## src/logic/adcsc_pkg.sv

```systemverilog
/*
  Constants for the converter sequence control block: register offsets,
  field positions, reset values and conversion timing.
  Assumes a 40 MHz system clock and an AXI4-Lite register bus.
*/
package adcsc_pkg;
  localparam logic [7:0] ADCSC_OFF_MASK = 8'h00;
  localparam logic [7:0] ADCSC_OFF_CTRL = 8'h04;
  localparam logic [7:0] ADCSC_OFF_SEQ = 8'h08;
  localparam logic [7:0] ADCSC_OFF_EXTRA = 8'h0C;
  localparam logic [7:0] ADCSC_OFF_RESL = 8'h10;
  localparam logic [7:0] ADCSC_OFF_RESH = 8'h14;
  localparam logic [7:0] ADCSC_OFF_STAT = 8'h18;
  // field positions in control register
  localparam int ADCSC_CTRL_DONE = 7;
  localparam int ADCSC_CTRL_START = 6;
  localparam int ADCSC_CTRL_SSEL_LO = 4;
  // field positions in sequence and extra registers
  localparam int ADCSC_CFG_REF_LO = 6;
  localparam int ADCSC_CFG_DEC_LO = 4;
  localparam logic [7:0] ADCSC_MASK_RST = 8'h00;
  localparam logic [1:0] ADCSC_SSEL_RST = 2'h3;
  localparam logic [7:0] ADCSC_SEQ_RST = 8'h00;
  localparam logic [1:0] ADCSC_SSEL_PIN = 2'h0;
  localparam logic [1:0] ADCSC_SSEL_CHAIN = 2'h1;
  localparam logic [1:0] ADCSC_SSEL_TIMER = 2'h2;
  localparam logic [1:0] ADCSC_SSEL_SOFT = 2'h3;
  localparam logic [3:0] ADCSC_CH_DIFF = 4'h8;
  localparam logic [3:0] ADCSC_CH_INT = 4'hC;
  localparam logic [3:0] ADCSC_CH_LAST_SE6 = 4'h5;
  localparam logic [3:0] ADCSC_CH_LAST_DIFF6 = 4'hA;
  localparam logic [1:0] ADCSC_RESP_OKAY = 2'h0;
  localparam logic [1:0] ADCSC_RESP_SLVERR = 2'h2;
  // converter clock and settling
  localparam int ADCSC_CLK_DIV = 6;
  localparam logic [2:0] ADCSC_DIV_LAST = 3'(ADCSC_CLK_DIV - 1);
  localparam logic [9:0] ADCSC_SETTLE_CLKS = 10'h010;
  localparam logic [9:0] ADCSC_DEC_64 = 10'h040;
  typedef enum logic [1:0] {
    ADCSC_IDLE = 2'b00,
    ADCSC_SETTLE_CONV = 2'b01,
    ADCSC_NEXT = 2'b10
  } adcsc_state_type;
endpackage : adcsc_pkg

```

## src/logic/adcsc_top.sv

```systemverilog
/*
  Sequence and extra-conversion control of a delta-sigma converter with
  an AXI4-Lite register slave, result capture and DMA trigger strobes.
  Assumes the modulator core delivers a 12-bit two's complement sample
  at the end of each conversion, and that bus inputs are synchronous to aclk.
*/
`timescale 1ns/100ps
// Behaviour
// - a pin reaches the multiplexer only if its enable mask bit is 1
// - sequence skips disabled inputs; pairs need both pins enabled
// - differential pairs are fixed: 0/1, 2/3, 4/5, 6/7
// - channel codes: 0-7 single, 8-B pairs, C-F internal sources
// - single-ended sequence runs from input 0 to the named input
// - differential sequence runs from pair 0/1 to the named pair
// - internal source codes give one conversion only
// - done flag sets at conversion end, clears on high byte read
// - software start needs select 11 and idle; bit clears at end
// - start select picks pin edge, chain, timer compare or software
// - reference field chooses positive reference for sequence
// - decimation field sets rate, resolution and conversion time
// - extra write converts now, or right after a running sequence
// - extra register holds own channel, reference and decimation
// - with no pins enabled, a sequence's readback and done still update
// - sequence results are reachable by DMA without the processor
// - a DMA trigger pulses at the end of each sequence conversion, not extra ones
// - six-pin variant supports inputs 0 through 5 only
// - multiplexer also offers temperature sensor and supply third
// - conversion lasts decimation plus 16 converter clocks, clk/6
// - interrupt only on extra conversion completion
// - readback is written value plus one below C; extra sets it
// - results two's complement, left justified in high and low
module adcsc_top
  import adcsc_pkg::*;
#(
  parameter bit SIX_PIN_VARIANT = 1'b0
) (
  input wire logic aclk, // system clock
  input wire logic aresetn, // synchronous reset, active low
  input wire logic [7:0] s_axi_awaddr, // write address
  input wire logic s_axi_awvalid, // write address valid
  output logic s_axi_awready, // write address ready
  input wire logic [31:0] s_axi_wdata, // write data
  input wire logic [3:0] s_axi_wstrb, // write strobes
  input wire logic s_axi_wvalid, // write data valid
  output logic s_axi_wready, // write data ready
  output logic [1:0] s_axi_bresp, // write response
  output logic s_axi_bvalid, // write response valid
  input wire logic s_axi_bready, // write response ready
  input wire logic [7:0] s_axi_araddr, // read address
  input wire logic s_axi_arvalid, // read address valid
  output logic s_axi_arready, // read address ready
  output logic [31:0] s_axi_rdata, // read data
  output logic [1:0] s_axi_rresp, // read response
  output logic s_axi_rvalid, // read data valid
  input wire logic s_axi_rready, // read data ready
  input wire logic external_trigger_pin, // sequence start pin
  input wire logic timer_compare_event, // timer 1 channel 0 compare pulse
  input wire logic [11:0] core_sample, // sample from modulator core
  output logic [3:0] mux_select, // multiplexer channel code
  output logic [7:0] mux_pin_enable, // pins routed to the multiplexer
  output logic [1:0] core_reference, // reference to modulator core
  output logic [1:0] core_decimation, // decimation to modulator core
  output logic core_busy, // conversion in progress
  output logic converter_irq, // extra conversion done pulse
  output logic dma_trigger_any, // any sequence/single conversion pulse
  output logic [8:0] dma_trigger_chan // per-channel trigger pulse
);
  adcsc_state_type state;
  logic [7:0] analog_input_enable_mask;
  logic [1:0] start_source_select;
  logic sequence_start_request;
  logic [7:0] sequence_config_reg;
  logic [7:0] extra_conversion_reg;
  logic [7:0] result_high_byte;
  logic [7:0] result_low_byte;
  logic conv_done;
  logic extra_pending;
  logic in_extra;
  logic in_seq;
  logic [3:0] cur_ch;
  logic [3:0] last_ch;
  logic [2:0] div_cnt;
  logic [9:0] conv_cnt;
  logic pin_q;
  logic chain_start;
  logic seq_end_q;
  logic [7:0] aw_addr;
  logic aw_have;
  logic [31:0] w_data;
  logic [3:0] w_strb;
  logic w_have;
  logic [7:0] rd_addr_q;
  logic wr_fire;
  logic rd_fire;
  logic start_event;
  logic start_seq;
  logic start_extra;
  logic conv_end;
  logic usable;
  logic [3:0] last_ok;
  logic [3:0] seq_ch;
  logic [3:0] extra_ch;

  // one entry per channel code: are the needed pins enabled
  function automatic logic ch_usable(input logic [3:0] ch,
                                     input logic [7:0] mask);
    logic ok;
    ok = 1'b1;
    if (ch < ADCSC_CH_DIFF) begin
      ok = mask[ch[2:0]];
    end else if (ch < ADCSC_CH_INT) begin
      ok = mask[{ch[1:0], 1'b0}] & mask[{ch[1:0], 1'b1}];
    end
    return ok;
  endfunction : ch_usable

  // clamp the last channel of a sequence on the six-pin part
  function automatic logic [3:0] clamp_ch(input logic [3:0] ch);
    logic [3:0] r;
    r = ch;
    if (SIX_PIN_VARIANT && ch < ADCSC_CH_DIFF && ch > ADCSC_CH_LAST_SE6) begin
      r = ADCSC_CH_LAST_SE6;
    end else if (SIX_PIN_VARIANT && ch < ADCSC_CH_INT &&
                 ch > ADCSC_CH_LAST_DIFF6) begin
      r = ADCSC_CH_LAST_DIFF6;
    end
    return r;
  endfunction : clamp_ch

  // decimation code to filter length in converter clocks
  function automatic logic [9:0] dec_len(input logic [1:0] code);
    return 10'(ADCSC_DEC_64 << code);
  endfunction : dec_len

  assign seq_ch = sequence_config_reg[3:0];
  assign extra_ch = extra_conversion_reg[3:0];
  assign last_ok = clamp_ch(seq_ch);
  assign usable = ch_usable(cur_ch, analog_input_enable_mask);

  // mask gates pin routing; six-pin part never routes the top two
  assign mux_pin_enable = SIX_PIN_VARIANT ?
    (analog_input_enable_mask & 8'h3F) : analog_input_enable_mask;
  assign mux_select = cur_ch;
  assign core_busy = (state != ADCSC_IDLE);
  assign core_reference = in_extra ?
    extra_conversion_reg[ADCSC_CFG_REF_LO +: 2] :
    sequence_config_reg[ADCSC_CFG_REF_LO +: 2];
  assign core_decimation = in_extra ?
    extra_conversion_reg[ADCSC_CFG_DEC_LO +: 2] :
    sequence_config_reg[ADCSC_CFG_DEC_LO +: 2];

  always_comb begin
    case (start_source_select)
      ADCSC_SSEL_PIN: start_event = external_trigger_pin & ~pin_q;
      ADCSC_SSEL_CHAIN: start_event = chain_start;
      ADCSC_SSEL_TIMER: start_event = timer_compare_event;
      default: start_event = sequence_start_request & ~seq_end_q;
    endcase
  end

  // extra conversion has priority only once no sequence is running
  assign start_seq = (state == ADCSC_IDLE) & start_event &
                     ~extra_pending;
  assign start_extra = (state == ADCSC_IDLE) & extra_pending;
  assign conv_end = (state == ADCSC_SETTLE_CONV) && (div_cnt == ADCSC_DIV_LAST)
                    && (conv_cnt == 10'h000);

  always_ff @(posedge aclk) begin
    if (!aresetn) begin
      pin_q <= 1'b0;
    end else begin
      pin_q <= external_trigger_pin;
    end
  end

  always_ff @(posedge aclk) begin
    if (!aresetn) begin
      state <= ADCSC_IDLE;
      cur_ch <= 4'h0;
      last_ch <= 4'h0;
      in_extra <= 1'b0;
      in_seq <= 1'b0;
      div_cnt <= 3'h0;
      conv_cnt <= 10'h000;
      seq_end_q <= 1'b0;
    end else begin
      seq_end_q <= 1'b0;
      case (state)
        ADCSC_IDLE: begin
          div_cnt <= 3'h0;
          if (start_extra) begin
            cur_ch <= extra_ch;
            in_extra <= 1'b1;
            in_seq <= 1'b0;
            state <= ADCSC_NEXT;
          end else if (start_seq) begin
            // internal codes convert once; others walk from 0 or pair 0/1
            cur_ch <= (seq_ch >= ADCSC_CH_INT) ? seq_ch :
                      ((seq_ch >= ADCSC_CH_DIFF) ? ADCSC_CH_DIFF : 4'h0);
            last_ch <= last_ok;
            in_extra <= 1'b0;
            in_seq <= 1'b1;
            state <= ADCSC_NEXT;
          end
        end
        ADCSC_NEXT: begin
          if (usable) begin
            conv_cnt <= dec_len(core_decimation) + ADCSC_SETTLE_CLKS
                        - 10'h001;
            div_cnt <= 3'h0;
            state <= ADCSC_SETTLE_CONV;
          end else if (in_seq && cur_ch != last_ch) begin
            cur_ch <= cur_ch + 4'h1;
          end else begin
            // skipped to the end: a sequence's readback still moves as if converted
            seq_end_q <= in_seq;
            state <= ADCSC_IDLE;
          end
        end
        ADCSC_SETTLE_CONV: begin
          div_cnt <= (div_cnt == ADCSC_DIV_LAST) ? 3'h0 : div_cnt + 3'h1;
          if (div_cnt == ADCSC_DIV_LAST) begin
            conv_cnt <= conv_cnt - 10'h001;
          end
          if (conv_end) begin
            if (in_seq && cur_ch != last_ch) begin
              cur_ch <= cur_ch + 4'h1;
              state <= ADCSC_NEXT;
            end else begin
              seq_end_q <= in_seq;
              state <= ADCSC_IDLE;
            end
          end
        end
        default: state <= ADCSC_IDLE;
      endcase
    end
  end

  // end of a sequence may restart it when chaining is selected
  always_ff @(posedge aclk) begin
    if (!aresetn) begin
      chain_start <= 1'b0;
    end else begin
      chain_start <= seq_end_q;
    end
  end

  always_ff @(posedge aclk) begin
    if (!aresetn) begin
      result_high_byte <= 8'h00;
      result_low_byte <= 8'h00;
    end else if (conv_end) begin
      result_high_byte <= core_sample[11:4];
      result_low_byte <= {core_sample[3:0], 4'h0};
    end
  end

  always_ff @(posedge aclk) begin
    if (!aresetn) begin
      converter_irq <= 1'b0;
      dma_trigger_any <= 1'b0;
      dma_trigger_chan <= 9'h000;
    end else begin
      converter_irq <= conv_end & in_extra;
      dma_trigger_any <= conv_end & ~in_extra;
      dma_trigger_chan <= 9'h000;
      if (conv_end && !in_extra) begin
        dma_trigger_chan[(cur_ch > 4'h8) ? 4'h8 : cur_ch] <= 1'b1;
      end
    end
  end

  // AXI4-Lite write side
  assign s_axi_awready = ~aw_have & ~s_axi_bvalid;
  assign s_axi_wready = ~w_have & ~s_axi_bvalid;
  assign wr_fire = aw_have & w_have & ~s_axi_bvalid;

  always_ff @(posedge aclk) begin
    if (!aresetn) begin
      aw_have <= 1'b0;
      w_have <= 1'b0;
      aw_addr <= 8'h00;
      w_data <= 32'h0000_0000;
      w_strb <= 4'h0;
      s_axi_bvalid <= 1'b0;
      s_axi_bresp <= ADCSC_RESP_OKAY;
    end else begin
      if (s_axi_awvalid && s_axi_awready) begin
        aw_have <= 1'b1;
        aw_addr <= s_axi_awaddr;
      end
      if (s_axi_wvalid && s_axi_wready) begin
        w_have <= 1'b1;
        w_data <= s_axi_wdata;
        w_strb <= s_axi_wstrb;
      end
      if (wr_fire) begin
        aw_have <= 1'b0;
        w_have <= 1'b0;
        s_axi_bvalid <= 1'b1;
        if (aw_addr == ADCSC_OFF_MASK || aw_addr == ADCSC_OFF_CTRL ||
            aw_addr == ADCSC_OFF_SEQ || aw_addr == ADCSC_OFF_EXTRA ||
            aw_addr == ADCSC_OFF_RESL || aw_addr == ADCSC_OFF_RESH ||
            aw_addr == ADCSC_OFF_STAT) begin
          s_axi_bresp <= ADCSC_RESP_OKAY;
        end else begin
          s_axi_bresp <= ADCSC_RESP_SLVERR;
        end
      end else if (s_axi_bvalid && s_axi_bready) begin
        s_axi_bvalid <= 1'b0;
      end
    end
  end

  always_ff @(posedge aclk) begin
    if (!aresetn) begin
      analog_input_enable_mask <= ADCSC_MASK_RST;
      start_source_select <= ADCSC_SSEL_RST;
      extra_conversion_reg <= ADCSC_SEQ_RST;
    end else if (wr_fire && w_strb[0]) begin
      if (aw_addr == ADCSC_OFF_MASK) begin
        analog_input_enable_mask <= w_data[7:0];
      end else if (aw_addr == ADCSC_OFF_CTRL) begin
        start_source_select <= w_data[ADCSC_CTRL_SSEL_LO +: 2];
      end else if (aw_addr == ADCSC_OFF_EXTRA) begin
        extra_conversion_reg <= w_data[7:0];
      end
    end
  end

  // sequence register: software writes, hardware updates the readback
  always_ff @(posedge aclk) begin
    if (!aresetn) begin
      sequence_config_reg <= ADCSC_SEQ_RST;
    end else if (wr_fire && w_strb[0] && aw_addr == ADCSC_OFF_SEQ) begin
      sequence_config_reg <= w_data[7:0];
    end else if (conv_end && in_extra) begin
      sequence_config_reg[3:0] <= extra_ch;
    end else if (seq_end_q && seq_ch < ADCSC_CH_INT) begin
      sequence_config_reg[3:0] <= seq_ch + 4'h1;
    end
  end

  // start bit reads as one until the sequence completes
  always_ff @(posedge aclk) begin
    if (!aresetn) begin
      sequence_start_request <= 1'b0;
    end else if (wr_fire && w_strb[0] && aw_addr == ADCSC_OFF_CTRL &&
                 w_data[ADCSC_CTRL_START] &&
                 start_source_select == ADCSC_SSEL_SOFT) begin
      sequence_start_request <= 1'b1;
    end else if (seq_end_q) begin
      sequence_start_request <= 1'b0;
    end
  end

  always_ff @(posedge aclk) begin
    if (!aresetn) begin
      extra_pending <= 1'b0;
    end else if (wr_fire && w_strb[0] && aw_addr == ADCSC_OFF_EXTRA) begin
      extra_pending <= 1'b1;
    end else if (start_extra) begin
      extra_pending <= 1'b0;
    end
  end

  // a read of the high byte clears done; a new end wins the same cycle
  always_ff @(posedge aclk) begin
    if (!aresetn) begin
      conv_done <= 1'b0;
    end else if (conv_end || seq_end_q) begin
      conv_done <= 1'b1;
    end else if (rd_fire && s_axi_araddr == ADCSC_OFF_RESH) begin
      conv_done <= 1'b0;
    end
  end

  // AXI4-Lite read side
  assign s_axi_arready = ~s_axi_rvalid;
  assign rd_fire = s_axi_arvalid & s_axi_arready;

  always_ff @(posedge aclk) begin
    if (!aresetn) begin
      s_axi_rvalid <= 1'b0;
      s_axi_rdata <= 32'h0000_0000;
      s_axi_rresp <= ADCSC_RESP_OKAY;
      rd_addr_q <= 8'h00;
    end else if (rd_fire) begin
      s_axi_rvalid <= 1'b1;
      rd_addr_q <= s_axi_araddr;
      s_axi_rresp <= ADCSC_RESP_OKAY;
      if (s_axi_araddr == ADCSC_OFF_MASK) begin
        s_axi_rdata <= {24'h000000, analog_input_enable_mask};
      end else if (s_axi_araddr == ADCSC_OFF_CTRL) begin
        s_axi_rdata <= {24'h000000, conv_done, sequence_start_request,
                        start_source_select, 4'h0};
      end else if (s_axi_araddr == ADCSC_OFF_SEQ) begin
        s_axi_rdata <= {24'h000000, sequence_config_reg};
      end else if (s_axi_araddr == ADCSC_OFF_EXTRA) begin
        s_axi_rdata <= {24'h000000, extra_conversion_reg};
      end else if (s_axi_araddr == ADCSC_OFF_RESL) begin
        s_axi_rdata <= {24'h000000, result_low_byte};
      end else if (s_axi_araddr == ADCSC_OFF_RESH) begin
        s_axi_rdata <= {24'h000000, result_high_byte};
      end else if (s_axi_araddr == ADCSC_OFF_STAT) begin
        s_axi_rdata <= {24'h000000, 2'h0, state, cur_ch};
      end else begin
        s_axi_rdata <= 32'h0000_0000;
        s_axi_rresp <= ADCSC_RESP_SLVERR;
      end
    end else if (s_axi_rvalid && s_axi_rready) begin
      s_axi_rvalid <= 1'b0;
    end
  end
endmodule : adcsc_top

```

## config.mk

```make
export PLATFORM = sky130hd
export DESIGN_NAME = adcsc_top
export DESIGN_NICKNAME = d
export VERILOG_FILES = /design/src/logic/adcsc_pkg.sv /design/src/logic/adcsc_top.sv
export SDC_FILE = /design/constraint.sdc
export NUM_CORES = 1
export LEC_CHECK = 0
export ABC_AREA = 0
export BUFFER_PORTS_ARGS = -buffer_cell sky130_fd_sc_hd__buf_2
export CORE_UTILIZATION = 42
export DETAILED_ROUTE_END_ITERATION = 8
export PLACE_DENSITY = 0.68
export SETUP_SLACK_MARGIN = 0.4
export SLEW_MARGIN = 15
export SYNTH_ARGS = -nofsm -noshare
export SYNTH_HDL_FRONTEND = slang
export SYNTH_SLANG_ARGS = --single-unit
```

## constraint.sdc

```tcl
create_clock -name aclk -period 2 [get_ports aclk]
set_input_delay 0.1 -clock aclk [delete_from_list [all_inputs] [get_ports aclk]]
set_output_delay 0.1 -clock aclk [all_outputs]
set_load 0.02 [all_outputs]
```

==> flow_summary.json <==
{
  "status": "finished, final reports clean",
  "gp_congestion": 0.831,
  "r2r_cells": 7,
  "fin_nets": 926,
  "path_max_fanout": 4,
  "largest_reg_flops": 10,
  "avgRoutedWirePerCell_um": 17.2,
  "async_flop_share_pct": 0,
  "reg2reg_slack_ns": 0.05,
  "setup_viol": 0,
  "grt_max_degree": 50,
  "cts_root_buffer": "clkbuf_16",
  "critPathLaunchType": "flop",
  "end_kind": "flop",
  "portBuffers": 88,
  "arrival_ns": 2.20,
  "crit_required_ns": 2.26,
  "dp_cells": 949,
  "final_hold_viol_count": 0,
  "layout_min_cycle_time_ns": 1.95,
  "min_path_type": "primary input to flop",
  "max_freq_mhz": 513,
  "postSynthCellCount": 680,
  "tightestPinTransition_ns": 0.734,
  "yosys_warnings": 0,
  "die_w_um": 118,
  "syn_avg_cell_area_um2": 8.38,
  "numCtsBuffers": 9,
  "ir_drop_mv": 0.581,
  "num_rows": 42,
  "antenna_found_initial": 0,
  "place_area_um2": 6520,
  "drt_pass1_iterations": 7,
  "clock-sinks": 111,
  "groute.usage.overall_pct": 24.0,
  "synthTopCellsByCount": "dfxtp_1, nand2_1, a21oi_1, nor2_1, mux2i_1",
  "route.detailed.drc": 0,
  "postLayoutCoreUtil_pct": 60.3,
  "ys.flop_type": "dfxtp_1",
  "grt_pass1_vias": 5287,
  "rsz0062_at_grt": "yes",
  "cap_violations": 0,
  "maxSlewHeadroom_pct": 50.7,
  "clk_pin_slew_worst_paths_ns": 0.07,
  "ys_seq_area_share_pct": 39.0,
  "dpl.hpwl_mm": 11.1,
  "fin_skew_ns": 0.00596,
  "cellLeakagePower_nw": 3.12,
  "reg_top3": "conv_cnt: 10 flops, dma_trigger_chan: 9 flops",
  "maxSlewViolCount": 0,
  "grt_remaining_overflow": 0,
  "area_growth_pct": 40.1,
  "grt_pass1_wl_mm": 26.6,
  "tns_ns": 0,
  "antenna_left": 0,
  "ios": 142,
  "routed_via_density": 5.57,
  "finalWirelength_mm": 17.7,
  "antenna_cells": 0,
  "ys_types": 69,
  "period_share_pct": 97.4,
  "fin_area_um2": 7980,
  "die-area_um2": 14000,
  "coreArea_um2": 13200,
  "power.density_nw_per_um2": 624,
  "worst-setup-path-type": "flop to flop",
  "post-synth-top-count-cell": "dfxtp_1",
  "fp.dieH_um": 118,
  "synth_seq_cells": 111,
  "synth_top_area_share_pct": 39.0,
  "syn-cell-area_um2": 5700,
  "drt_iter0_drc": 438,
  "synth_area_leader_cell": "dfxtp_1",
  "regMostFlops": "conv_cnt",
  "via_count": 5721,
  "cts.path.max_buffers": 2,
  "start_util_pct": 43.0,
  "synth_area_leaders": "dfxtp_1, mux2i_1, nand2_1, a21oi_1, buf_4",
  "h-tree-depth": 3,
  "layout.cells.non_filler": 1027,
  "synth-edff-count": 0,
  "cts_tree": "done",
  "whs_path_depth": 3,
  "drive_gt1_share_pct": 36.7,
  "clock_latency_ns": 0.36
}
power breakdown:
part | internal (W) | leakage (nW) | total (W) | switching, W
sequential | 0.00226 | 0.908 | 0.00232 | 0.0000591
clock | 0.000924 | 0.144 | 0.00178 | 0.000859
combinational | 0.000367 | 2.07 | 0.000873 | 0.000506
total | 0.00355 | 3.12 | 0.00498 | 0.00142
stage by stage:
stage / hold slack [ns] / setup slack [ns] / total power (W)
global placement: 0.284 / -0.00570 / 0.00302
CTS: 0.00434 / 0.0992 / 0.00491
floorplan: 0.199 / 0.0737 / 0.00285
global route: 0.0246 / -0.0376 / 0.00518
finish: 0.0131 / 0.0523 / 0.00498
detailed placement: 0.294 / 0.00640 / 0.00304
what timing repair did:
action                                  CTS  global route
resized for setup                        54           104
endpoints found under the hold margin    30             0
setup buffers                            17            13
pin swaps                                21            34
gates cloned                              1             1
hold buffers                             30             0
endpoints found under the setup margin   77            85
kinds of logic (layout without fill, tap and decap cells):
logic type / count (synthesis) / after routing / synth area share (%)
AOI/OAI and AO/OA: 157 / 158 / 18.1
adders and majority gates: 7 / 7 / 1.54
DFF: 111 / 111 / 39.0
xor gates and xnor gates: 5 / 5 / 0.769
buffers and inverters: 89 / 234 / 8.19
other: 1 / 26 / 0.0658
muxes: 57 / 57 / 10.8
and+or+nand+nor: 253 / 253 / 21.5
worst max-delay path, stage by stage, from the launching register on:
cell and delay [ns]:
dfxtp_2 0.33, inv_2 0.06, ha_4 0.13, nor4b_4 0.28, and4_4 0.32, o221ai_4 0.12
a221o_1 0.36, a32o_1 0.24
area by class of cell:
type	count	area, um^2
clock buffers	11	253
clock inverters	5	38.8
fillers	1123	5260
inverters	18	67.6
multi-input cells	506	3670
flip-flops and latches	111	2250
well taps	176	220
repair buffers	200	1480
final timing paths:
check                                   from                         endpoint
max                 conv_cnt[1]$_SDFFE_PN0P_       mux_select[0]$_SDFFE_PN0P_
min                          s_axi_awaddr[5]          aw_addr[5]$_SDFFE_PN0P_
max reg2reg         conv_cnt[1]$_SDFFE_PN0P_       mux_select[0]$_SDFFE_PN0P_
min reg2reg  result_low_byte[7]$_SDFFE_PN0N_  result_low_byte[7]$_SDFFE_PN0N_
per-layer routing:
layer,up-vias,global-route usage [%],wire (um)
met3,42,5.65,1180
met2,256,40.9,8730
met5,-,0,0
met4,0,7.83,442
met1,2738,29.8,7300
li1,2685,-,-
cells in the final DEF, fill, tap and decap left out, types with 11 or more instances in the layout:
cell type / count
mux2i_1: 47
dfxtp_1: 97
buf_6: 17
nand3_1: 15
conb_1: 26
a21oi_2: 24
nor2_1: 53
buf_2: 87
o21ai_0: 19
nand2_1: 83
buf_4: 61
a21oi_1: 33
dlygate4sd3_1: 30
nand2_2: 11
inv_1: 13
Note: power is estimated with default switching activity, not from simulation.
